## src/hdl/vpi_pkg.sv

```systemverilog
`default_nettype none
package vpi_pkg;
    // register offsets
    localparam logic [7:0] ADDR_INPUT_MODE = 8'h01;
    localparam logic [7:0] ADDR_HD_FORMAT  = 8'h33;
    localparam logic [7:0] ADDR_HD_CTRL    = 8'h35;
    localparam logic [7:0] ADDR_SD_RGB     = 8'h87;
    localparam logic [7:0] ADDR_SD_FORMAT  = 8'h88;
    localparam logic [7:0] ADDR_STATUS     = 8'hF8;
    // field positions
    localparam int MODE_LSB   = 4;
    localparam int SWAP_BIT   = 7;
    localparam int EDGE_LSB   = 1;
    localparam int HD_422_BIT = 6;
    localparam int HD_RGB_BIT = 1;
    localparam int SD_RGB_BIT = 7;
    localparam int SD_FMT_LSB = 3;
    localparam int STAT_EXT   = 7;
    localparam int STAT_REF   = 6;
    // reset values
    localparam logic [2:0] RST_MODE   = 3'h0;
    localparam logic [1:0] RST_EDGE   = 2'h0;
    localparam logic [1:0] RST_SD_FMT = 2'h0;
    localparam logic       RST_BIT    = 1'b0;
    // input mode codes
    localparam logic [2:0] MODE_SD      = 3'h0;
    localparam logic [2:0] MODE_HD_SDR  = 3'h1;
    localparam logic [2:0] MODE_HD_DDR  = 3'h2;
    localparam logic [2:0] MODE_SIM_SDR = 3'h3;
    localparam logic [2:0] MODE_SIM_DDR = 3'h4;
    localparam logic [2:0] MODE_ED54    = 3'h7;
    // dual-rate edge field value that puts luma on the rising edge
    localparam logic [1:0] EDGE_Y_RISE  = 2'h0;
    typedef enum logic [3:0] {
        FMT_NONE,
        FMT_SD_YC8,
        FMT_SD_YC16,
        FMT_SD_RGB,
        FMT_HD_YC16,
        FMT_HD_YC444,
        FMT_HD_RGB,
        FMT_HD_DDR8,
        FMT_ED54,
        FMT_REFUSED
    } fmt_t;
endpackage
`default_nettype wire

```

## src/hdl/bit_sync.sv

```systemverilog
`default_nettype none
module bit_sync #(
    parameter int WIDTH = 1
) (
    // clock and reset
    input  wire logic             ref_clk,
    input  wire logic             rst_n,
    // levels
    input  wire logic [WIDTH-1:0] async_in,
    output logic      [WIDTH-1:0] sync_out
);
    logic [WIDTH-1:0] stage1;
    logic [WIDTH-1:0] next_stage1;
    logic [WIDTH-1:0] next_sync_out;

    always_comb begin
        next_stage1   = async_in;
        next_sync_out = stage1;
    end

    always_ff @(posedge ref_clk) begin
        if (!rst_n) begin
            stage1   <= '0;
            sync_out <= '0;
        end else begin
            stage1   <= next_stage1;
            sync_out <= next_sync_out;
        end
    end
endmodule
`default_nettype wire

```

## src/hdl/pixel_route.sv

```systemverilog
`default_nettype none
module pixel_route (
    // configuration
    input  wire logic [2:0]   mode,
    input  wire logic         swap,
    input  wire logic [1:0]   sd_fmt,
    input  wire logic         sd_rgb,
    input  wire logic         hd_422,
    input  wire logic         hd_rgb,
    // synchronised buses
    input  wire logic [7:0]   sd_bus,
    input  wire logic [7:0]   luma_bus,
    input  wire logic [7:0]   chroma_bus,
    // routed result
    output vpi_pkg::fmt_t     fmt,
    output logic [7:0]        ch0,
    output logic [7:0]        ch1,
    output logic [7:0]        ch2,
    output logic              ddr,
    output logic              ext_only,
    output logic              use_sd_sync
);
    always_comb begin
        fmt         = vpi_pkg::FMT_NONE;
        ch0         = '0;
        ch1         = '0;
        ch2         = '0;
        ddr         = 1'b0;
        ext_only    = 1'b0;
        use_sd_sync = 1'b0;
        case (mode)
            vpi_pkg::MODE_SD: begin
                use_sd_sync = 1'b1;
                if (sd_rgb) begin
                    fmt      = vpi_pkg::FMT_SD_RGB;
                    ch0      = sd_bus;
                    ch1      = luma_bus;
                    ch2      = chroma_bus;
                    ext_only = 1'b1;
                end else if (sd_fmt[0]) begin
                    fmt      = vpi_pkg::FMT_SD_YC16;
                    ch0      = swap ? luma_bus : sd_bus;
                    ch1      = swap ? chroma_bus : luma_bus;
                    ext_only = 1'b1;
                end else begin
                    fmt = vpi_pkg::FMT_SD_YC8;
                    ch0 = swap ? luma_bus : sd_bus;
                end
            end
            vpi_pkg::MODE_HD_SDR: begin
                if (hd_rgb) begin
                    fmt = vpi_pkg::FMT_HD_RGB;
                    ch0 = sd_bus;
                    ch1 = luma_bus;
                    ch2 = chroma_bus;
                end else if (hd_422) begin
                    fmt = vpi_pkg::FMT_HD_YC16;
                    ch0 = luma_bus;
                    ch1 = chroma_bus;
                end else begin
                    fmt = vpi_pkg::FMT_HD_YC444;
                    ch0 = luma_bus;
                    ch1 = sd_bus;
                    ch2 = chroma_bus;
                end
            end
            vpi_pkg::MODE_HD_DDR: begin
                // rgb has no dual-rate form, so the stream is refused
                fmt = hd_rgb ? vpi_pkg::FMT_REFUSED : vpi_pkg::FMT_HD_DDR8;
                ddr = !hd_rgb;
                ch0 = luma_bus;
            end
            vpi_pkg::MODE_ED54: begin
                fmt = vpi_pkg::FMT_ED54;
                ch0 = luma_bus;
            end
            default: begin
                // simultaneous modes and reserved codes all idle with no format
                fmt = vpi_pkg::FMT_NONE;
            end
        endcase
    end
endmodule
`default_nettype wire

```

## src/hdl/video_pixel_input_router.sv

```systemverilog
`default_nettype none
module video_pixel_input_router (
    // clock and reset
    input  wire logic       ref_clk,
    input  wire logic       rst_n,
    // register port
    input  wire logic [7:0] reg_addr,
    input  wire logic [7:0] reg_wdata,
    input  wire logic       reg_wr,
    input  wire logic       reg_rd,
    output logic      [7:0] reg_rdata,
    // video source pins
    input  wire logic       primary_clock_input,
    input  wire logic [7:0] sd_pixel_bus,
    input  wire logic [7:0] luma_pixel_bus,
    input  wire logic [7:0] chroma_pixel_bus,
    input  wire logic       sd_hsync_n,
    input  wire logic       sd_vsync_n,
    input  wire logic       prog_hsync_n,
    input  wire logic       prog_vsync_n,
    input  wire logic       prog_blank_n,
    // captured pixel stream
    output logic            pix_valid,
    output logic      [7:0] pix_ch0,
    output logic      [7:0] pix_ch1,
    output logic      [7:0] pix_ch2,
    output vpi_pkg::fmt_t   pix_fmt,
    output logic            pix_hsync_n,
    output logic            pix_vsync_n,
    output logic            pix_blank_n,
    output logic            ext_sync_only
);
    localparam int PIN_W = 30;

    typedef enum {PH_WAIT_Y, PH_WAIT_C} phase_t;

    // configuration
    logic [2:0] mode;
    logic       swap;
    logic [1:0] edge_sel;
    logic       hd_422;
    logic       hd_rgb;
    logic       sd_rgb;
    logic [1:0] sd_fmt;
    logic [2:0] next_mode;
    logic       next_swap;
    logic [1:0] next_edge_sel;
    logic       next_hd_422;
    logic       next_hd_rgb;
    logic       next_sd_rgb;
    logic [1:0] next_sd_fmt;
    logic [7:0] next_reg_rdata;

    // pin side
    logic [PIN_W-1:0] pins_raw;
    logic [PIN_W-1:0] pins_s;
    logic             pclk_s;
    logic             pclk_d;
    logic             next_pclk_d;
    logic [7:0]       sd_s;
    logic [7:0]       luma_s;
    logic [7:0]       chroma_s;
    logic             shs_s;
    logic             svs_s;
    logic             phs_s;
    logic             pvs_s;
    logic             pbl_s;
    logic             pclk_rise;
    logic             pclk_fall;

    // routing
    vpi_pkg::fmt_t rt_fmt;
    logic [7:0]    rt_ch0;
    logic [7:0]    rt_ch1;
    logic [7:0]    rt_ch2;
    logic          rt_ddr;
    logic          rt_ext;
    logic          rt_sd_sync;
    logic          sel_hs;
    logic          sel_vs;
    logic          sel_bl;
    logic          y_on_rise;
    logic          sdr_cap;
    logic          y_cap;
    logic          c_cap;

    // capture state
    phase_t        phase;
    phase_t        next_phase;
    logic [7:0]    y_hold;
    logic [7:0]    next_y_hold;
    logic [2:0]    sync_hold;
    logic [2:0]    next_sync_hold;
    logic          next_pix_valid;
    logic [7:0]    next_pix_ch0;
    logic [7:0]    next_pix_ch1;
    logic [7:0]    next_pix_ch2;
    vpi_pkg::fmt_t next_pix_fmt;
    logic          next_pix_hsync_n;
    logic          next_pix_vsync_n;
    logic          next_pix_blank_n;
    logic          next_ext_sync_only;

    // register file
    always_comb begin
        next_mode      = mode;
        next_swap      = swap;
        next_edge_sel  = edge_sel;
        next_hd_422    = hd_422;
        next_hd_rgb    = hd_rgb;
        next_sd_rgb    = sd_rgb;
        next_sd_fmt    = sd_fmt;
        next_reg_rdata = '0;
        if (reg_wr) begin
            case (reg_addr)
                vpi_pkg::ADDR_INPUT_MODE: begin
                    next_mode     = reg_wdata[vpi_pkg::MODE_LSB +: 3];
                    next_swap     = reg_wdata[vpi_pkg::SWAP_BIT];
                    next_edge_sel = reg_wdata[vpi_pkg::EDGE_LSB +: 2];
                end
                vpi_pkg::ADDR_HD_FORMAT: next_hd_422 = reg_wdata[vpi_pkg::HD_422_BIT];
                vpi_pkg::ADDR_HD_CTRL:   next_hd_rgb = reg_wdata[vpi_pkg::HD_RGB_BIT];
                vpi_pkg::ADDR_SD_RGB:    next_sd_rgb = reg_wdata[vpi_pkg::SD_RGB_BIT];
                vpi_pkg::ADDR_SD_FORMAT: next_sd_fmt = reg_wdata[vpi_pkg::SD_FMT_LSB +: 2];
                default: ;
            endcase
        end
        if (reg_rd) begin
            case (reg_addr)
                vpi_pkg::ADDR_INPUT_MODE: begin
                    next_reg_rdata[vpi_pkg::MODE_LSB +: 3] = mode;
                    next_reg_rdata[vpi_pkg::SWAP_BIT]      = swap;
                    next_reg_rdata[vpi_pkg::EDGE_LSB +: 2] = edge_sel;
                end
                vpi_pkg::ADDR_HD_FORMAT: next_reg_rdata[vpi_pkg::HD_422_BIT] = hd_422;
                vpi_pkg::ADDR_HD_CTRL:   next_reg_rdata[vpi_pkg::HD_RGB_BIT] = hd_rgb;
                vpi_pkg::ADDR_SD_RGB:    next_reg_rdata[vpi_pkg::SD_RGB_BIT] = sd_rgb;
                vpi_pkg::ADDR_SD_FORMAT: next_reg_rdata[vpi_pkg::SD_FMT_LSB +: 2] = sd_fmt;
                vpi_pkg::ADDR_STATUS: begin
                    next_reg_rdata[3:0]               = pix_fmt;
                    next_reg_rdata[vpi_pkg::STAT_EXT] = ext_sync_only;
                    next_reg_rdata[vpi_pkg::STAT_REF] = (pix_fmt == vpi_pkg::FMT_REFUSED);
                end
                default: next_reg_rdata = '0;
            endcase
        end
    end

    always_ff @(posedge ref_clk) begin
        if (!rst_n) begin
            mode      <= vpi_pkg::RST_MODE;
            swap      <= vpi_pkg::RST_BIT;
            edge_sel  <= vpi_pkg::RST_EDGE;
            hd_422    <= vpi_pkg::RST_BIT;
            hd_rgb    <= vpi_pkg::RST_BIT;
            sd_rgb    <= vpi_pkg::RST_BIT;
            sd_fmt    <= vpi_pkg::RST_SD_FMT;
            reg_rdata <= '0;
        end else begin
            mode      <= next_mode;
            swap      <= next_swap;
            edge_sel  <= next_edge_sel;
            hd_422    <= next_hd_422;
            hd_rgb    <= next_hd_rgb;
            sd_rgb    <= next_sd_rgb;
            sd_fmt    <= next_sd_fmt;
            reg_rdata <= next_reg_rdata;
        end
    end

    // the source clock is only sampled: pixel rate must stay well below half of ref_clk
    assign pins_raw = {primary_clock_input, sd_pixel_bus, luma_pixel_bus, chroma_pixel_bus,
                       sd_hsync_n, sd_vsync_n, prog_hsync_n, prog_vsync_n, prog_blank_n};

    bit_sync #(
        .WIDTH (PIN_W)
    ) u_pin_sync (
        .ref_clk  (ref_clk),
        .rst_n    (rst_n),
        .async_in (pins_raw),
        .sync_out (pins_s)
    );

    assign {pclk_s, sd_s, luma_s, chroma_s, shs_s, svs_s, phs_s, pvs_s, pbl_s} = pins_s;
    assign pclk_rise = pclk_s & ~pclk_d;
    assign pclk_fall = ~pclk_s & pclk_d;

    pixel_route u_route (
        .mode        (mode),
        .swap        (swap),
        .sd_fmt      (sd_fmt),
        .sd_rgb      (sd_rgb),
        .hd_422      (hd_422),
        .hd_rgb      (hd_rgb),
        .sd_bus      (sd_s),
        .luma_bus    (luma_s),
        .chroma_bus  (chroma_s),
        .fmt         (rt_fmt),
        .ch0         (rt_ch0),
        .ch1         (rt_ch1),
        .ch2         (rt_ch2),
        .ddr         (rt_ddr),
        .ext_only    (rt_ext),
        .use_sd_sync (rt_sd_sync)
    );

    // ED timing covers 525p and 625p only; line counts are not policed here
    assign sel_hs = rt_sd_sync ? shs_s : phs_s;
    assign sel_vs = rt_sd_sync ? svs_s : pvs_s;
    assign sel_bl = rt_sd_sync ? 1'b1 : pbl_s;

    assign y_on_rise = (edge_sel == vpi_pkg::EDGE_Y_RISE);
    assign sdr_cap   = pclk_rise && !rt_ddr && (rt_fmt != vpi_pkg::FMT_NONE)
                       && (rt_fmt != vpi_pkg::FMT_REFUSED);
    assign y_cap     = rt_ddr && (y_on_rise ? pclk_rise : pclk_fall);
    assign c_cap     = rt_ddr && (y_on_rise ? pclk_fall : pclk_rise);

    // capture and dual-rate pairing
    always_comb begin
        next_pclk_d        = pclk_s;
        next_phase         = phase;
        next_y_hold        = y_hold;
        next_sync_hold     = sync_hold;
        next_pix_valid     = 1'b0;
        next_pix_ch0       = pix_ch0;
        next_pix_ch1       = pix_ch1;
        next_pix_ch2       = pix_ch2;
        next_pix_hsync_n   = pix_hsync_n;
        next_pix_vsync_n   = pix_vsync_n;
        next_pix_blank_n   = pix_blank_n;
        next_pix_fmt       = rt_fmt;
        next_ext_sync_only = rt_ext;
        if (!rt_ddr) begin
            next_phase = PH_WAIT_Y;
            if (sdr_cap) begin
                next_pix_valid   = 1'b1;
                next_pix_ch0     = rt_ch0;
                next_pix_ch1     = rt_ch1;
                next_pix_ch2     = rt_ch2;
                next_pix_hsync_n = sel_hs;
                next_pix_vsync_n = sel_vs;
                next_pix_blank_n = sel_bl;
            end
        end else begin
            case (phase)
                PH_WAIT_Y: begin
                    if (y_cap) begin
                        next_y_hold    = rt_ch0;
                        next_sync_hold = {sel_hs, sel_vs, sel_bl};
                        next_phase     = PH_WAIT_C;
                    end
                end
                PH_WAIT_C: begin
                    if (c_cap) begin
                        next_pix_valid   = 1'b1;
                        next_pix_ch0     = y_hold;
                        next_pix_ch1     = rt_ch0;
                        next_pix_ch2     = '0;
                        next_pix_hsync_n = sync_hold[2];
                        next_pix_vsync_n = sync_hold[1];
                        next_pix_blank_n = sync_hold[0];
                        next_phase       = PH_WAIT_Y;
                    end
                end
                default: next_phase = PH_WAIT_Y;
            endcase
        end
    end

    always_ff @(posedge ref_clk) begin
        if (!rst_n) begin
            pclk_d        <= 1'b0;
            phase         <= PH_WAIT_Y;
            y_hold        <= '0;
            sync_hold     <= '1;
            pix_valid     <= 1'b0;
            pix_ch0       <= '0;
            pix_ch1       <= '0;
            pix_ch2       <= '0;
            pix_fmt       <= vpi_pkg::FMT_NONE;
            pix_hsync_n   <= 1'b1;
            pix_vsync_n   <= 1'b1;
            pix_blank_n   <= 1'b1;
            ext_sync_only <= 1'b0;
        end else begin
            pclk_d        <= next_pclk_d;
            phase         <= next_phase;
            y_hold        <= next_y_hold;
            sync_hold     <= next_sync_hold;
            pix_valid     <= next_pix_valid;
            pix_ch0       <= next_pix_ch0;
            pix_ch1       <= next_pix_ch1;
            pix_ch2       <= next_pix_ch2;
            pix_fmt       <= next_pix_fmt;
            pix_hsync_n   <= next_pix_hsync_n;
            pix_vsync_n   <= next_pix_vsync_n;
            pix_blank_n   <= next_pix_blank_n;
            ext_sync_only <= next_ext_sync_only;
        end
    end
endmodule
`default_nettype wire

```

## config.mk

```make
export PLATFORM = sky130hd
export DESIGN_NAME = video_pixel_input_router
export DESIGN_NICKNAME = d
export VERILOG_FILES = /design/src/hdl/vpi_pkg.sv /design/src/hdl/bit_sync.sv /design/src/hdl/pixel_route.sv /design/src/hdl/video_pixel_input_router.sv
export SDC_FILE = /design/constraint.sdc
export NUM_CORES = 1
export LEC_CHECK = 0
export BUFFER_PORTS_ARGS = -buffer_cell sky130_fd_sc_hd__buf_2
export CORE_AREA = 3 3 101 103
export DETAILED_ROUTE_END_ITERATION = 10
export DIE_AREA = 0 0 104 106
export PLACE_DENSITY = 0.84
export SLEW_MARGIN = 10
export SYNTH_ARGS = -nofsm -noshare
export SYNTH_HDL_FRONTEND = slang
export SYNTH_HIERARCHICAL = 1
export SYNTH_SLANG_ARGS = --single-unit
```

## constraint.sdc

```tcl
create_clock -name ref_clk -period 3.6 [get_ports ref_clk]
set_clock_uncertainty 0.2 [all_clocks]
set_input_delay 0.72 -clock ref_clk [delete_from_list [all_inputs] [get_ports ref_clk]]
set_output_delay 0.72 -clock ref_clk [all_outputs]
set_load 0.005 [all_outputs]
```

# Word level (Yosys, flattened, before mapping)
# Index checks and enable logic that the tools add are counted.
# W data, S select, Z words.
[classes]
eq_ne = 16
n_mux = 66
bitwise_logic = 4
reduce_logical = 26
[op_table]
columns = ["cell", "n"]
rows = [
  ["$mux W8", 23],
  ["$mux W32", 2],
  ["$pmux W32 S2", 1],
  ["$eq A32 B1 Y1 const B", 1],
  ["$logic_not A32 Y1", 1],
  ["$pmux W8 S2", 2],
  ["$mux W1", 26],
  ["$eq A8 B8 Y1 const B", 3],
  ["$pmux W8 S3", 1],
  ["$reduce_and A2 Y1", 9],
  ["$eq A8 B6 Y1 const B", 2],
  ["$pmux W4 S4", 1],
  ["$mux W4", 3],
  ["$reduce_and A3 Y1", 4],
  ["$pmux W1 S3", 3],
  ["$eq A8 B1 Y1 const B", 1],
  ["$pmux W1 S2", 3],
  ["$logic_and A1 B1 Y1", 5],
  ["$eq A4 B4 Y1 const B", 1],
  ["$ne A2 B1 Y1 const B", 2],
  ["$ne A2 B2 Y1 const B", 2],
  ["$ne A4 B4 Y1 const B", 1],
  ["$reduce_bool A4 Y1", 1],
  ["$eq A3 B1 Y1 const B", 1],
  ["10 further kinds", 13],
]
[word_totals]
reg_bits = 156
input_bits = 50
word_cells = 137

# Logic depth before layout (Yosys ltp)
# Gate-level depths: netlist of the first run.
[depth]
ltp_word = 8
mapped_depth = 11

# Cells and area by module
# Netlist of the first run, hierarchy kept.
[modules_own_cells]
columns = ["mod", "instances", "cells_per_inst", "area_each_um2", "seq_area_each_um2"]
rows = [
  ["video_pixel_input_router", 1, 289, 2762.6, 1301.2],
  ["bit_sync", 1, 126, 1666.6, 1201.2],
  ["pixel_route", 1, 83, 641.9, 0.0],
]

# Worst setup path after synthesis of the first run
# No wires, ideal clock.
[synth_timing]
path_kind = "reg-to-reg"
start = "register mode[1]"
end = "register pix_ch2[4]"
arrival_ns = 2.314
required_ns = 3.283
slack_ns = 0.969
stages_incl_launch_ff = 12
synth_period_minus_slack_ns = 2.631
path_cell_list = "dfxtp_1 buf_6 or2_1 buf_6 nor4b_4 or2_2 xnor2_1 a211o_1 o21a_1 buf_6 buf_8 a32o_1"
[synth_lines]
columns = ["element", "line", "rtl"]
rows = [
  ["start: declaration", "video_pixel_input_router.sv:38", "logic [2:0] mode;"],
  ["start signal: assignment", "video_pixel_input_router.sv:151", "mode <= vpi_pkg::RST_MODE;"],
  ["start signal: assignment", "video_pixel_input_router.sv:160", "mode <= next_mode;"],
  ["$eq A3 B3 Y1, or another cell as far along", "pixel_route.sv:31", "case (mode)"],
  ["$pmux W4 S4 (*)", "pixel_route.sv:31", ""],
  ["via next_pix_fmt[0]", "video_pixel_input_router.sv:98", "vpi_pkg::fmt_t next_pix_fmt;"],
  ["$reduce_bool A4 Y1", "video_pixel_input_router.sv:213", "assign sdr_cap = pclk_rise && !rt_ddr && (rt_fmt != vpi_pkg::FMT_NONE)"],
  ["$logic_and A1 B1 Y1", "video_pixel_input_router.sv:213", ""],
  ["$logic_and A1 B1 Y1 (*)", "video_pixel_input_router.sv:214", "&& (rt_fmt != vpi_pkg::FMT_REFUSED);"],
  ["$reduce_bool A2 Y1 (no source line) (*)", "--", ""],
  ["$reduce_and A3 Y1 (no source line) (*)", "--", ""],
  ["end signal: assignment", "video_pixel_input_router.sv:293", "pix_ch2 <= next_pix_ch2;"],
  ["end: declaration", "video_pixel_input_router.sv:26", "output logic [7:0] pix_ch2,"],
]
# The timed path passes the listed nets; every way through them passes the cells marked *. The select of a mux whose other input is x is not followed.
# A chain may end at the register's enable or synchronous reset.

# Final worst setup path of the first run
[layout_timing]
start = "register mode[2]"
end = "register pix_hsync_n"
[layout_lines]
columns = ["element", "line", "rtl"]
rows = [
  ["$eq A3 B3 Y1, or another cell as far along", "pixel_route.sv:31", ""],
  ["$pmux W4 S4 (*)", "pixel_route.sv:31", ""],
  ["via next_pix_fmt[0]", "video_pixel_input_router.sv:98", ""],
  ["$reduce_bool A4 Y1", "video_pixel_input_router.sv:213", ""],
  ["$logic_and A1 B1 Y1", "video_pixel_input_router.sv:213", ""],
  ["$logic_and A1 B1 Y1 (*)", "video_pixel_input_router.sv:214", ""],
  ["$reduce_bool A2 Y1 (no source line) (*)", "--", ""],
  ["$reduce_and A3 Y1 (no source line) (*)", "--", ""],
  ["end signal: assignment", "video_pixel_input_router.sv:295", "pix_hsync_n <= next_pix_hsync_n;"],
  ["end: declaration", "video_pixel_input_router.sv:28", "output logic pix_hsync_n,"],
]
# Marks and branches as above.

==> results.ini, run 1 <==
[worst_setup_path]
critical_path_class = reg2reg
cp_top_family = simple AND/OR/NAND/NOR gates
cp_slowest_cell = nor4b_4
startpoint = mode[2]
crit_chain = or2_1 -> nor4b_4 -> or2_2 -> xnor2_1 -> a211o_1 -> o21a_1 -> buf_4 -> mux2_2
crit_buf_inv = 1
required_ns = 3.79
crit_path_max_incr_delay_ns = 0.51
timing.rr.start = mode[2]
crit_fanout = 13
cp_data_arrival_time_ns = 3.12
start_kind = flop
crit_path_end_kind = flop

[synthesis]
muxShareOfSynthArea = 0.0841
synth.distinct_cells = 52
syn_nets = 548
synth_area_leader_cell = dfxtp_1
synth-simple-area-share = 0.242
yosysTopAreaCellShare = 0.493
synth_top_family_by_area = simple AND/OR/NAND/NOR gates
synth-edff-count = 0
synth_xor_area_frac = 0.00345
synthCells = 498
synth_flop_cell = dfxtp_1
yosysMostFrequentCell = dfxtp_1
yosysWarnings = 6
syn_avg_cell_area_um2 = 10.2
synth.yosys.seq_area_share = 0.493
synthAdderAreaFrac = 0
netlist_top_cells_count = 125 x dfxtp_1, 48 x and2_2, 37 x mux2i_1, 33 x nand2_1, 28 x and2_1
async_reset_ff_frac = 0
synth_compound_area_frac = 0.141
synth_seq_cells = 125
yosys-top-cells-area = dfxtp_1 49%, mux2i_1 7.3%, and2_2 7.1%
synth_area_um2 = 5070

[detailed_routing]
finalWirelength_mm = 11.3
drtAntennaViolNets = 0
viasPerCell = 5.50
vias = 3969
drc = 0
dr.pass1.iters = 6
drtIter0Drc = 380
post_drt_wl_per_cell_um = 15.7

[pwr]
p_seq_frac = 0.439
power_w = 0.00327
p_sw_frac = 0.231
internal_power_w = 0.00251
p_leak_nw = 2.59
p_sw_w = 0.000753
power_frac_comb = 0.039
vdd_drop_max_mv = 0.313
pwr-share-clk = 0.522
p_per_area_nw_per_um2 = 530

[placed_design]
pre_cts_slack_ns = 0.712
io_buffer_count = 89
dpl_cell_area_um2 = 5560
place_congestion = 0.866
hpwlAfterDp_mm = 7.74

[clock_tree]
cts_tree = yes
clk_pin_slew_ns = 0.06
worstSkewPairLatency_ns = 0.51
holdBufCountCts = 0
h-tree-depth = 4
cts_root_buf = clkbuf_8
clock_sinks = 125
cts_resized = 0
postCtsSetupBuffers = 0
cts_made_buffers = 17
clockBufferDepth = 2

[die]
ios = 91
rows = 35
chipHeight_um = 106
core_um2 = 9280
die_w_um = 104
die_area_um2 = 11000
start_util = 0.546

[global_route]
antenna_found_initial = 0
grt_max_degree = 76
grt_first_pass_wirelength_mm = 18.7
grt_pass1_vias = 3817
grt-ovfl-total = 0
grt_usage = 0.209

[sta]
final.period_utilization = 0.814
fin_ws_ns = 0.671
finalHoldViolations = 0
whs_ns = 0.217
timing.fmax_mhz = 341
finalMaxSlewViolations = 0
grt_setup_unrepaired = no
finalSetupTns_ns = 0
worst_pin_slew_ns = 0.810
timing.final.crit_period_ns = 2.93
setup_viol = 0
relSlewSlack = 0.456

[min_path]
worstHoldStart = chroma_pixel_bus[1]
min_path_type = in2reg

[cells_and_area]
drive_above_1_share = 0.333
multiInputGateArea_um2 = 2390
syn2layout_area_growth_pct = 21.5
regArea_um2 = 2500
final_design_area_no_fill_um2 = 6160
fin_nets = 629
fillCellCount = 720
antennaDiodeCount = 0

[outcome]
status = completed

[job]
cap_violations = 0

state kept, by name, indices dropped and copies added (netlist names), 2 cells and up:
register / cells
sd_fmt: 2
y_hold: 8
sync_hold: 3
u_pin_sync/next_sync_out: 30
pix_ch1: 8
pix_fmt: 4
u_pin_sync/sync_out: 30
edge_sel: 2
reg_rdata: 8
mode: 3
pix_ch2: 8
pix_ch0: 8
layout make-up:
cell class / count / area share
multi-input combinational: 339 / 0.388
timing repair buffer: 95 / 0.0816
clock buffer: 18 / 0.0694
tap: 129 / 0.0262
clock inverter: 14 / 0.0278
sequential: 125 / 0.406
inverter: 1 / 0.000609
layout by cell type, fill, tap and decap left out, types with 3 or more instances in the layout:
master and count:
a21oi_1 15, a221o_2 6, a22o_1 9, a22oi_1 5, a32o_1 8, and2_1 28
and2_2 48, and4b_1 3, buf_2 89, buf_4 5, clkbuf_16 16, dfxtp_1 125
inv_6 6, inv_8 3, mux2_2 5, mux2i_1 37, nand2_1 33, nand2b_1 21
nand3_1 17, nor2_1 24, nor2b_1 3, nor3b_1 3, o211ai_1 22, o21ai_0 12
o2bb2ai_1 7
kinds of logic (layout without fill, tap and decap cells):
| family | count (synthesis) | after routing |
|---|---|---|
| xor+xnor | 2 | 2 |
| buf+inv | 34 | 128 |
| simple gates | 200 | 200 |
| compound gates | 95 | 95 |
| flops | 125 | 125 |
| mux | 42 | 42 |
stage by stage:
stage          instances  utilization
2_1_floorplan        498            -
3_3_place_gp         689        0.599
3_5_place_dp         689        0.599
4_1_cts              721        0.664
5_1_grt              721        0.664
6_report             721        0.664
worst register-to-register path, cell delays in order, from the launching register on:
cell and delay (ns):
dfxtp_1 0.44, or2_1 0.42, nor4b_4 0.52, or2_2 0.22, xnor2_1 0.11, a211o_1 0.16, o21a_1 0.15, buf_4 0.22
mux2_2 0.36
layer usage:
| metal | GRT usage | part of all wire |
|---|---|---|
| met3 | 0.0553 | 0.062 |
| met1 | 0.244 | 0.41 |
| met2 | 0.367 | 0.50 |
| met5 | 0 | 0 |
| met4 | 0.0788 | 0.024 |
power by group through the flow:
stage / clock, W / combinational (W) / sequential (W)
floorplan: 0 / 0.0000784 / 0.00146
global placement: 0 / 0.000121 / 0.00146
finish: 0.00170 / 0.000127 / 0.00144
CTS: 0.00173 / 0.000128 / 0.00144
global route: 0.00179 / 0.000140 / 0.00144
detailed placement: 0 / 0.000126 / 0.00147
final timing paths:
path | to | cells after the start | slack (ns)
hold reg to reg | u_pin_sync/sync_out[28] | 1 | 0.24
hold / removal | u_pin_sync/next_sync_out[6] | 2 | 0.22
setup reg to reg | pix_hsync_n | 8 | 0.67
setup / recovery | pix_hsync_n | 8 | 0.67
Power figures use the tool's default switching activity.
==> run 2, diff against run 1 <==
==> constraint.sdc (replaced) <==
create_clock -name ref_clk -period 2.8 [get_ports ref_clk]
set_clock_uncertainty 0.2 [all_clocks]
set_input_delay 0.56 -clock ref_clk [delete_from_list [all_inputs] [get_ports ref_clk]]
set_output_delay 0.56 -clock ref_clk [all_outputs]
set_load 0.005 [all_outputs]
==> run 2 against run 1 <==
  * Fmax is 11% higher
  * Power is 28% higher
  * Clock-buffer cell count stayed put
  * Largest power group unchanged
  * Register-to-register slack worse by 0.51 ns
  * Die area stayed put
  * Largest cell class unchanged
  * Global-route usage is 0.31 points lower
  * Hold slack worse by 0.16 ns
  * Critical path type unchanged
  * Cell count is 1.7% higher
  * Critical path depth stayed put
  * Design area is 1.6% higher
==> results.ini, run 2 (same netlist as run 1, synthesis figures left out) <==
[cells_and_area]
layout_commonest_cell = dfxtp_1
fin_nets = 641  ; +1.9%
drive_above_1_share = 0.348  ; +0.0149
fin_util = 0.675  ; +0.0108
layout_common_cells = 125 x dfxtp_1, 89 x buf_2, 48 x and2_2
antennaDiodeCount = 0  ; unchanged
syn2layout_area_growth_pct = 23.5

[global_route]
grt_usage = 0.205  ; -0.00311
grt_pass1_vias = 3865  ; +1.3%
grt_first_pass_wirelength_mm = 18.3  ; -1.7%
grt-ovfl-total = 0  ; unchanged
grt_max_degree = 43  ; -43%
antenna_found_initial = 0  ; unchanged

[worst_setup_path]
crit_fanout = 16  ; +3
ff2ff_path_depth = 8  ; unchanged
required_ns = 3.00  ; -0.79 ns
cp_data_arrival_time_ns = 2.84  ; -0.28 ns
start_kind = flop
crit_path_end_kind = flop
critical_path_class = reg2reg

[detailed_routing]
drc = 0  ; unchanged
drtAntennaViolNets = 0  ; unchanged
vias = 3966  ; -0.076%
viasPerCell = 5.41  ; -1.7%
finalWirelength_mm = 11.1  ; -2.2%
dr.pass1.iters = 5  ; -1
post_drt_wl_per_cell_um = 15.1  ; -3.8%
drtIter0Drc = 343  ; -9.7%

[pwr]
p_leak_nw = 2.65  ; +2.6%
p_sw_w = 0.000956  ; +27%
p_sw_frac = 0.228  ; -0.00250
p_seq_frac = 0.440  ; about the same
vdd_drop_max_mv = 0.409  ; +31%
power_frac_comb = 0.040  ; about the same
power_w = 0.00419  ; +28%
pwr-share-clk = 0.520  ; -0.002
internal_power_w = 0.00324  ; +29%
p_per_area_nw_per_um2 = 669  ; +26%

[min_path]
min_path_type = in2reg
holdPathStages = 2  ; unchanged

[sta]
timing.fmax_mhz = 379  ; +11%
grt_setup_unrepaired = no
finalMaxSlewViolations = 0  ; unchanged
finalSetupTns_ns = 0  ; unchanged
relSlewSlack = 0.486  ; +0.0296
worst_pin_slew_ns = 0.766  ; -0.0441 ns
final.period_utilization = 0.942  ; +0.128
setup_viol = 0  ; unchanged
finalHoldViolations = 0  ; unchanged
timing.final.crit_period_ns = 2.64  ; -0.293 ns

[die]
chipHeight_um = 106  ; unchanged
die_w_um = 104  ; unchanged
core_um2 = 9280  ; unchanged
ios = 91  ; unchanged
rows = 35  ; unchanged
start_util = 0.546  ; unchanged
die_area_um2 = 11000  ; unchanged

[clock_tree]
cts_tree = yes
holdBufCountCts = 0  ; unchanged
clock_sinks = 125  ; unchanged
clockBufferDepth = 2  ; unchanged
h-tree-depth = 4  ; unchanged
clk_pin_slew_ns = 0.06  ; about the same
worstSkewPairLatency_ns = 0.51  ; about the same
cts_root_buf = clkbuf_8
cts_made_buffers = 17  ; unchanged

[placed_design]
io_buffer_count = 89  ; unchanged
place_congestion = 0.885  ; +2.1%
hpwlAfterDp_mm = 7.86  ; +1.6%

[job]
cap_violations = 0  ; unchanged

[outcome]
status = completed

==> run 2: power by group through the flow <==
stage | Sequential (W) | Combinational [W] | Clock (W)
2_1_floorplan | 0.00188 | 0.000101 | 0
6_report | 0.00185 | 0.000166 | 0.00218
3_3_place_gp | 0.00188 | 0.000159 | 0
5_1_grt | 0.00185 | 0.000183 | 0.00229
3_5_place_dp | 0.00188 | 0.000165 | 0
4_1_cts | 0.00185 | 0.000166 | 0.00222
==> run 2: area by class of cell <==
class / count / area [µm²]
clock buffers: 18 / 428
inverters: 1 / 3.75
repair buffers: 107 / 597
fillers: 708 / 3020
flip-flops and latches: 125 / 2500
clock inverters: 14 / 171
well taps: 129 / 161
multi-input cells: 339 / 2400
==> run 2: layer usage <==
metal  wire length (µm)  up-vias  track usage  part of all wire
met5                  0        -            0                 0
met4                204        0       0.0864             0.018
met3                637       22       0.0474             0.058
met2               5580      152        0.360              0.50
met1               4640     1854        0.242              0.42
li1                   -     1938            -                 -
==> run 2: through the flow <==
step	hold WS [ns]	instance area, µm²	cells	setup slack [ns]
finish	0.0558	6260	733	0.164
global route	0.0377	6260	733	0.0243
CTS	0.0354	6250	733	0.0551
detailed placement	0.217	5650	700	0.0170
global placement	0.222	5650	700	0.0909
floorplan	0.206	5070	498	0.169
==> run 2: worst max-delay path, cell delays in order, from the launching register on <==
cell and delay (ns):
dfxtp_1 0.39, buf_4 0.18, or3b_2 0.44, a21oi_1 0.23, nor2_1 0.08, a211o_1 0.29
o21a_1 0.23, buf_6 0.22, a32o_1 0.27
==> run 2: repair_timing <==
| item | in CTS | in global routing |
|---|---|---|
| buffers inserted | 1 | 0 |
| resized for setup | 0 | 3 |
| pin swaps | 1 | 0 |
| endpoints found under the setup margin | 4 | 11 |
| hold endpoints to repair | 0 | 0 |
| gates cloned | 0 | 0 |
==> run 2: final timing paths <==
check | from | slack [ns] | end
min reg2reg | u_pin_sync/next_sync_out[27] | 0.23 | u_pin_sync/sync_out[27]
max | mode[1] | 0.16 | pix_ch2[3]
max reg2reg | mode[1] | 0.16 | pix_ch2[3]
min | prog_vsync_n | 0.06 | u_pin_sync/next_sync_out[1]
